--- config.mk ---
export PLATFORM = sky130hd
export DESIGN_NAME = sfst_top
export DESIGN_NICKNAME = d
export VERILOG_FILES = /design/src/logic/sfst_pkg.sv /design/src/logic/sfst_flag_bank.sv /design/src/logic/sfst_top.sv
export SDC_FILE = /design/constraint.sdc
export NUM_CORES = 1
export LEC_CHECK = 0
export BUFFER_PORTS_ARGS = -buffer_cell sky130_fd_sc_hd__buf_2
export CORE_AREA = 3 3 76 78
export CTS_BUF_LIST = sky130_fd_sc_hd__clkbuf_8
export CTS_CLUSTER_SIZE = 16
export DETAILED_ROUTE_END_ITERATION = 8
export DIE_AREA = 0 0 79 81
export PLACE_DENSITY = 0.93
export SETUP_SLACK_MARGIN = 0.15
export SLEW_MARGIN = 5
export SYNTH_ARGS = -nofsm -noshare
export SYNTH_HDL_FRONTEND = slang
export SYNTH_HIERARCHICAL = 1
export SYNTH_SLANG_ARGS = --single-unit
--- constraint.sdc ---
create_clock -name MCLK -period 3.1 [get_ports MCLK]
set_clock_uncertainty 0.15 [all_clocks]
set_input_delay 0.62 -clock MCLK [delete_from_list [all_inputs] [get_ports MCLK]]
set_output_delay 0.62 -clock MCLK [all_outputs]
set_load 0.01 [all_outputs]
--- src/logic/sfst_pkg.sv ---
// Package of register offsets, field positions and reset values for the fault status tree
//
// Operation
// - Global bit 7 is read-only, resets to 0, equals OR of vendor fault detail bits.
// - Global bit 2 is read-only OR of test and configuration-load fault detail bits.
// - Global bit 1 is read-only OR of control-status and communication fault detail bits.
// - Global bit 0 is read-only OR of the voltage-monitor summary register.
// - Global register at 10h; bits 7 to 3 reset to zero.
// - Summary bit 2 is OR of overvoltage flags; bits 7-3 and 1 read zero.
// - Summary bit 0 is OR of undervoltage flags; summary sits at 11h.
// - Undervoltage flags at 12h; bit n-1 sets when channel n falls below threshold.
// - A flag stays zero while its channel interrupt enable is off.
// - A set flag stays latched after the voltage recovers.
// - Write-one clears a flag only when its fault condition is gone.
// - After reset flags 8 to 5 are zero; flags 4 and 3 follow monitoring. Code resets all eight enables to one, so all flags follow monitoring.
// - Flags for channels 2 and 1 sit at bits 1 and 0, same behaviour.
// - Overvoltage flags at 16h set when channel rises above threshold, same latching.
package sfst_pkg;

   // ----------------------------------------------------------------
   // Register offsets
   // ----------------------------------------------------------------
   localparam logic [7:0] OFS_GLOBAL = 8'h10;
   localparam logic [7:0] OFS_SUMMARY = 8'h11;
   localparam logic [7:0] OFS_UV_FLAGS = 8'h12;
   localparam logic [7:0] OFS_OV_FLAGS = 8'h16;
   localparam logic [7:0] OFS_UV_ENABLE = 8'h18;
   localparam logic [7:0] OFS_OV_ENABLE = 8'h19;

   // ----------------------------------------------------------------
   // Field positions and widths
   // ----------------------------------------------------------------
   localparam int NUM_CHAN = 8;
   localparam int GBIT_VENDOR = 7;
   localparam int GBIT_TEST = 2;
   localparam int GBIT_CONTROL = 1;
   localparam int GBIT_MONITOR = 0;
   localparam int SBIT_OV = 2;
   localparam int SBIT_UV = 0;

   // ----------------------------------------------------------------
   // Reset values
   // ----------------------------------------------------------------
   localparam logic [7:0] RST_FLAGS = 8'h00;
   localparam logic [7:0] RST_ENABLE = 8'hFF;
   localparam logic [31:0] RD_ZERO = 32'h0000_0000;

endpackage : sfst_pkg

--- src/logic/sfst_flag_bank.sv ---
// Eight sticky fault flags with enable gating and conditional write-one clear
`timescale 1ns/1ps
module sfst_flag_bank (
   // Clock and reset
   input wire logic clk,
   input wire logic rst,
   // Fault conditions and enables
   input wire logic [7:0] fault,
   input wire logic [7:0] enable,
   // Write-one clear request
   input wire logic clr_we,
   input wire logic [7:0] clr_data,
   // Flag state
   output logic [7:0] flags
);

   logic [7:0] flags_q;
   logic [7:0] flags_d;

   // Per-channel set, hold and clear
   for (genvar i = 0; i < sfst_pkg::NUM_CHAN; i++) begin : g_ch
      always_comb begin
         flags_d[i] = flags_q[i];
         if (clr_we && clr_data[i] && !fault[i]) begin
            flags_d[i] = 1'b0;
         end
         if (fault[i]) begin
            flags_d[i] = 1'b1;
         end
         if (!enable[i]) begin
            flags_d[i] = 1'b0;
         end
      end
   end

   // Flag storage
   always_ff @(posedge clk) begin
      if (rst) begin
         flags_q <= sfst_pkg::RST_FLAGS;
      end else begin
         flags_q <= flags_d;
      end
   end

   assign flags = flags_q;
endmodule : sfst_flag_bank

--- src/logic/sfst_top.sv ---
// Fault status tree: flags, summaries and Avalon-MM register slave
`timescale 1ns/1ps
module sfst_top (
   // Clock and reset
   input wire logic MCLK,
   input wire logic RST,
   // Avalon-MM slave
   input wire logic [7:0] ADDRESS,
   input wire logic READ,
   input wire logic WRITE,
   input wire logic [31:0] WRITEDATA,
   input wire logic [3:0] BYTEENABLE,
   output logic [31:0] READDATA,
   output logic WAITREQUEST,
   // Comparator fault conditions per channel
   input wire logic [7:0] UV_FAULT,
   input wire logic [7:0] OV_FAULT,
   // Other detail fault registers
   input wire logic [7:0] VENDOR_FAULTS,
   input wire logic [7:0] TEST_FAULTS,
   input wire logic [7:0] CONTROL_FAULTS,
   // Summary status
   output logic [7:0] GLOBAL_FAULT_SOURCE
);

   // ----------------------------------------------------------------
   // Bus access decode
   // ----------------------------------------------------------------
   logic ack_q;
   logic waitreq_q;
   logic [7:0] uv_enable_q;
   logic [7:0] ov_enable_q;
   logic [7:0] uv_flags;
   logic [7:0] ov_flags;
   logic [7:0] summary_q;
   logic [7:0] global_q;
   logic [31:0] rdata_q;
   logic [31:0] rdata_d;
   logic wr_take;
   logic lane0;

   // A request takes one wait cycle, then completes
   assign wr_take = WRITE && ack_q;
   assign lane0 = BYTEENABLE[0];

   // Handshake: waitrequest drops for one cycle per request
   always_ff @(posedge MCLK) begin
      if (RST) begin
         ack_q <= 1'b0;
      end else begin
         ack_q <= (READ || WRITE) && !ack_q;
      end
   end

   // Waitrequest kept in its own flop so the pin carries no decode glitch
   always_ff @(posedge MCLK) begin
      if (RST) begin
         waitreq_q <= 1'b1;
      end else begin
         waitreq_q <= !((READ || WRITE) && !ack_q);
      end
   end

   assign WAITREQUEST = waitreq_q;

   // ----------------------------------------------------------------
   // Enable registers
   // ----------------------------------------------------------------
   // Software interrupt enables steer flag capture
   always_ff @(posedge MCLK) begin
      if (RST) begin
         uv_enable_q <= sfst_pkg::RST_ENABLE;
         ov_enable_q <= sfst_pkg::RST_ENABLE;
      end else if (wr_take && lane0) begin
         if (ADDRESS == sfst_pkg::OFS_UV_ENABLE) begin
            uv_enable_q <= WRITEDATA[7:0];
         end
         if (ADDRESS == sfst_pkg::OFS_OV_ENABLE) begin
            ov_enable_q <= WRITEDATA[7:0];
         end
      end
   end

   // ----------------------------------------------------------------
   // Flag banks
   // ----------------------------------------------------------------
   sfst_flag_bank u_uv (
      .clk(MCLK),
      .rst(RST),
      .fault(UV_FAULT),
      .enable(uv_enable_q),
      .clr_we(wr_take && lane0 && ADDRESS == sfst_pkg::OFS_UV_FLAGS),
      .clr_data(WRITEDATA[7:0]),
      .flags(uv_flags)
   );

   sfst_flag_bank u_ov (
      .clk(MCLK),
      .rst(RST),
      .fault(OV_FAULT),
      .enable(ov_enable_q),
      .clr_we(wr_take && lane0 && ADDRESS == sfst_pkg::OFS_OV_FLAGS),
      .clr_data(WRITEDATA[7:0]),
      .flags(ov_flags)
   );

   // ----------------------------------------------------------------
   // Summary levels
   // ----------------------------------------------------------------
   // Voltage monitor summary, reserved bits zero
   always_ff @(posedge MCLK) begin
      if (RST) begin
         summary_q <= sfst_pkg::RST_FLAGS;
      end else begin
         summary_q <= 8'h00;
         summary_q[sfst_pkg::SBIT_OV] <= |ov_flags;
         summary_q[sfst_pkg::SBIT_UV] <= |uv_flags;
      end
   end

   // Global source, fed from flag banks and detail registers
   always_ff @(posedge MCLK) begin
      if (RST) begin
         global_q <= sfst_pkg::RST_FLAGS;
      end else begin
         global_q <= 8'h00;
         global_q[sfst_pkg::GBIT_VENDOR] <= |VENDOR_FAULTS;
         global_q[sfst_pkg::GBIT_TEST] <= |TEST_FAULTS;
         global_q[sfst_pkg::GBIT_CONTROL] <= |CONTROL_FAULTS;
         global_q[sfst_pkg::GBIT_MONITOR] <= |(ov_flags | uv_flags);
      end
   end

   assign GLOBAL_FAULT_SOURCE = global_q;

   // ----------------------------------------------------------------
   // Read path
   // ----------------------------------------------------------------
   // Read mux; unmapped addresses read zero
   always_comb begin
      rdata_d = sfst_pkg::RD_ZERO;
      unique case (ADDRESS)
         sfst_pkg::OFS_GLOBAL: rdata_d[7:0] = global_q;
         sfst_pkg::OFS_SUMMARY: rdata_d[7:0] = summary_q;
         sfst_pkg::OFS_UV_FLAGS: rdata_d[7:0] = uv_flags;
         sfst_pkg::OFS_OV_FLAGS: rdata_d[7:0] = ov_flags;
         sfst_pkg::OFS_UV_ENABLE: rdata_d[7:0] = uv_enable_q;
         sfst_pkg::OFS_OV_ENABLE: rdata_d[7:0] = ov_enable_q;
         default: rdata_d = sfst_pkg::RD_ZERO;
      endcase
   end

   // Read data registered, valid while waitrequest is low
   always_ff @(posedge MCLK) begin
      if (RST) begin
         rdata_q <= sfst_pkg::RD_ZERO;
      end else if (READ && !ack_q) begin
         rdata_q <= rdata_d;
      end
   end

   assign READDATA = rdata_q;
endmodule : sfst_top

# == After elaboration in Yosys (flattened, before gate mapping) ==
# Cells that the tools add are included.
# totals
register_bits,58
latch_bits,0
word_cells,178
mem_bits_ro,0
ramBits,0
memories,0
out_inout_bits,41
inputBits,88
# op_classes
mux,33
shift,0
n_div,0
bitwise,17
mul,0
n_addsub,0
reduce_logical,97
n_lt_le_gt_ge,0
eq_ne,6
# op_table
op,count
== test 8 x 5 -> 1 bit (second input constant),6
one-hot mux 8 bit (6 select lines),1
OR reduction 8 bit,6
logical AND 1 bit,38
2-to-1 mux 1 bit,32
nonzero test 2 bit,16
OR reduction 2 bit,16
zero test 1 bit,18
inverter 1 bit,16
OR 8 bit,1
AND reduction 2 bit,2
logical OR 1 bit,1

# == Depth between registers and ports, before layout ==
# logic_depth
ltp_word,7
depth_mapped,6
mapped_depth_nobuf,5

# == By module ==
# Netlist, hierarchy kept.
# modules_own_cells
mod,area_per_inst_um2,instances,cells_per_inst,seq_area_each_um2
sfst_top,1767.9,1,196,640.6
sfst_flag_bank,304.0,2,25,160.2

# == Worst setup path before layout ==
# OpenSTA, ideal clock, no wires.
# synth_path
kind,input to register
startpoint,input port ADDRESS[5]
endpoint,register u_uv.flags_q[0] (netlist: u_uv/flags[0])
n_path_buf,1
path_slack_ns,0.475
setup_time_ns,0.116
t_required_ns,2.834
path_stages,6
arrival_ns,2.359
path_cell_list,or4b_1 -> clkbuf_1 -> or2_2 -> nor3_1 -> a21boi_0 -> o211a_1
# synth_between
elab_chain_cells,5
# synth_rtl
element,line_no,source
from (decl),sfst_top.sv:8,"input wire logic [7:0] ADDRESS,"
== test 8 x 5 -> 1 bit,sfst_top.sv:92,".clr_we(wr_take && lane0 && ADDRESS == sfst_pkg::OFS_UV_FLAGS),"
logical AND 1 bit,sfst_top.sv:92,
logical AND 1 bit (2 in series),sfst_flag_bank.sv:24,if (clr_we && clr_data[i] && !fault[i]) begin
nonzero test 2 bit (no line),--,
to (signal assigned),sfst_flag_bank.sv:39,flags_q <= sfst_pkg::RST_FLAGS;
to (signal assigned),sfst_flag_bank.sv:41,flags_q <= flags_d;
to (decl),sfst_flag_bank.sv:17,logic [7:0] flags_q;
# Every way passes these cells.
# A chain may end at the register's enable or synchronous reset.

# == Worst setup path in the final report ==
# layout_path
startpoint,input port ADDRESS[5]
endpoint,register u_uv.flags_q[3] (netlist: u_uv/flags[3])
# Same word-level chain as after synthesis.

==> Implementation_results.wiki <==
{| class="wikitable"
! Metric !! Value
|-
| Number of maximum-capacitance constraint violations || 0
|-
| Number of flops mapped to enable cells by yosys || 0
|-
| Max-slew violations || 0
|-
| Starting DRC count in detailed routing || 199
|-
| Core Box Area || 5140 sq um
|-
| Register bit total from synthesis || 48
|-
| Library cells used by synthesis || 43
|-
| Detailed route wirelength on metal3 || 596 microns
|-
| Ratio of cells with drive above 1 in the final layout || 0.2972
|-
| Share of the synthesized netlist area taken by xor and xnor gates || 0
|-
| Clock-pin slew on the worst setup and hold paths || 90 ps
|-
| TritonCTS clock tree || done
|-
| Post-route DRC || 0
|-
| Synth async-reset ratio || 0
|-
| Relative max-transition margin || 0.6376
|-
| Global-route total usage across every layer || 0.1919
|-
| GPL Wtd Cong || slightly above 0.9
|-
| Status || complete, no violations
|-
| Total instance count after detailed placement || a little under 400
|-
| Per-cell routed wire length || between 15 and 20 microns
|-
| Share of cell area taken by muxes after synthesis || 0.1074
|-
| Largest net degree at the start of global routing || 17
|-
| Maximum clock insertion buffer count || 2
|-
| Die Y-Extent || approximately 81 microns
|-
| H-Tree Depth || 2
|-
| Post-synthesis compound-gate area fraction || 0.2196
|-
| Peak supply drop || 217.2 uV
|-
| Synth Cell Area || between 2000 and 2500 sq um
|-
| DRT antenna net count || 0
|-
| Top library cells by usage in the layout, fill and taps aside || sky130_fd_sc_hd__buf_2, sky130_fd_sc_hd__dfxtp_1, sky130_fd_sc_hd__conb_1
|-
| Power Dens Cells || 426.4 nW/um^2
|-
| Crit path launch type || primary input
|-
| Ys flop type || sky130_fd_sc_hd__dfxtp_1
|-
| Required time of the critical path || between 3000 and 4000 ps
|-
| Global-route wire length before repair || 9.328 mm
|-
| Non-filler cells, final || 393
|-
| Average footprint of a synthesized cell || around 9.7 sq um
|-
| Register cell area after layout || 960.9 sq um
|-
| CTS sink count || 48
|-
| Post-synthesis cell type with the largest combined area || sky130_fd_sc_hd__dfxtp_1
|-
| Overall die area || 6399 sq um
|-
| Arrival time worst endpoint || 2480 ps
|-
| Post-synthesis share of cell area spent on and, or, nand and nor gates || 0.1438
|-
| DR pass1 iterations || 4
|-
| Clock tree root driver cell || sky130_fd_sc_hd__clkbuf_8
|-
| Accumulated negative setup slack || 0 ps
|-
| Routed via count || 2092
|-
| Routed wl met2 || roughly 3.1 mm
|-
| Final wirelength || slightly above 6 mm
|-
| Clock latency on the worst-skew pair || 310 ps
|-
| Final period utilization || 0.7811
|-
| Diodes inserted || 0
|-
| Synth Warn # || 6
|-
| Post-synthesis adder-cell area fraction || 0
|-
| Maximum clock frequency || 413.0 MHz
|-
| Initial antenna violation count || 0
|-
| Crit path kind || primary input to flip-flop
|-
| Number of filler instances in the final layout || 480
|-
| Setup repair after global routing missed its margin || false
|-
| Die Span X || 79 microns
|-
| Post-layout min period || 2421 ps
|-
| Via count of the first global-routing pass || 1975
|-
| Combined area of the multi-input logic cells || about 1200 sq um
|-
| Clock buffer count from CTS || 5
|-
| Combinational family with the most area after synthesis || compound AO/OA/AOI/OAI gates
|-
| Starting density of the core || 0.4623
|-
| Top layer in use || met4
|-
| Portion of the post-synthesis area used by sequential elements || 0.4044
|-
| # rows || 26
|-
| Nets@finish || 410
|-
| Final global-route overflow total || 0
|-
| Final hold viol count || 0
|-
| IO Count || 129
|-
| # Post-CTS Setup Buffers || 0
|-
| Critical Path End Type || flip-flop
|-
| Most frequent standard cell in the layout excluding fill and tap cells || sky130_fd_sc_hd__buf_2
|-
| Synthesized netlist cell count || 246
|-
| CTS-repair resized insts || 0
|-
| Final-report setup violation count || 0
|-
| Top post-synthesis cells by area || sky130_fd_sc_hd__dfxtp_1, sky130_fd_sc_hd__buf_4, sky130_fd_sc_hd__mux2i_1, sky130_fd_sc_hd__o211a_1, sky130_fd_sc_hd__a21boi_0
|-
| Total routed wire length on the met1 layer || ~2.4 mm
|-
| Via density || 5.323
|-
| Leakage power total || 0.001359 uW
|-
| Area grow syn2layout || 17.43%
|-
| Number of buffers inserted by port buffering || 73
|-
| Biggest fanout along the worst timing path || 8
|-
| Top-area cell type share of the netlist area || 0.4044
|-
| Detailed-placement wirelength estimate || 4.782 mm
|-
| Number of hold buffers added after CTS || 0
|-
| Transition time at the pin with the least slew margin || 537.9 ps
|-
| Path category of the worst min-delay check || flip-flop to flip-flop
|}
metal layers:
metal / up-vias / global-route usage
met1: 967 / 0.2253
met4: 0 / 0.07216
met2: 119 / 0.3418
met3: 10 / 0.04324
met5: - / 0
li1: 996 / -
cells by family after synthesis:
| family | after synthesis |
|---|---|
| compound gates | 67 |
| simple gates | 64 |
| flops | 48 |
| buf+inv | 41 |
| mux | 25 |
| other cells | 1 |
report_power, final:
part           internal [uW]  switching, uW
clock network            160            215
logic                   72.9           85.8
registers                639           17.6
total                    871            318
worst max-delay path, cell delays in order:
cell and delay (ps):
sky130_fd_sc_hd__buf_2 90, sky130_fd_sc_hd__or4b_1 660, sky130_fd_sc_hd__or2_2 370, sky130_fd_sc_hd__nor3_1 190, sky130_fd_sc_hd__buf_4 200, sky130_fd_sc_hd__a21boi_0 110
sky130_fd_sc_hd__o211a_1 220
flip-flops by register name (all words and copies together) (netlist names), 2 cells and up:
register / cells
READDATA: 8
ov_enable_q: 8
u_ov/flags: 8
u_uv/flags: 8
uv_enable_q: 8
GLOBAL_FAULT_SOURCE: 4
summary_q: 2
stage by stage:
step	setup slack [ps]	total power [uW]	cell area, sq um	utilization	hold slack [ps]
floorplan	475.0	783.1	2477	-	302.6
global placement	451.3	820.0	2698	0.5248	290.5
detailed placement	379.5	826.3	2698	0.5248	296.6
CTS	694.5	1193	2790	0.5428	316.8
global route	626.3	1237	2790	0.5428	346.2
finish	678.6	1190	2790	0.5428	311.7
final cells by class:
type                    instances  area share
clock inverters                 3    0.008520
flip-flops and latches         48      0.3444
well taps                      70     0.03139
clock buffers                   5     0.02466
multi-input cells             184      0.4386
inverters                       4    0.005381
repair buffers                 79      0.1471
cells in the mapped netlist (2+ instances only):
cell                       count
sky130_fd_sc_hd__clkbuf_1      2
sky130_fd_sc_hd__nor4_1       10
sky130_fd_sc_hd__nand3_1       2
sky130_fd_sc_hd__buf_2         2
sky130_fd_sc_hd__buf_4        28
sky130_fd_sc_hd__o21ai_0       8
sky130_fd_sc_hd__or2_2         2
sky130_fd_sc_hd__nor2b_1       3
sky130_fd_sc_hd__a22o_1        4
sky130_fd_sc_hd__nor3_1        3
sky130_fd_sc_hd__dfxtp_1      48
sky130_fd_sc_hd__inv_1         3
sky130_fd_sc_hd__a22oi_1       5
sky130_fd_sc_hd__nor3b_1       2
sky130_fd_sc_hd__a21oi_1       6
sky130_fd_sc_hd__or3b_2        2
sky130_fd_sc_hd__nor2_1        9
sky130_fd_sc_hd__nand2_1      22
sky130_fd_sc_hd__a21boi_0     17
sky130_fd_sc_hd__buf_6         3
sky130_fd_sc_hd__and2_1        3
sky130_fd_sc_hd__mux2_2        4
sky130_fd_sc_hd__o211a_1      16
sky130_fd_sc_hd__a32oi_1       2
sky130_fd_sc_hd__o22a_1        2
sky130_fd_sc_hd__mux2i_1      21
final timing paths:
path / from / endpoint / slack (ps) / cells past startpoint
worst min register to register: READDATA[1]$_SDFFE_PP0P_ / READDATA[1]$_SDFFE_PP0P_ / 310 / 2
worst min-delay path: READDATA[1]$_SDFFE_PP0P_ / READDATA[1]$_SDFFE_PP0P_ / 310 / 2
worst max-delay path: ADDRESS[5] / u_uv/flags[3]$_SDFFE_PP0P_ / 680 / 7
worst max register to register: ack_q$_SDFF_PP0_ / u_uv/flags[3]$_SDFFE_PP0P_ / 1270 / 6
No activity file was read; power rests on OpenSTA's default activity.
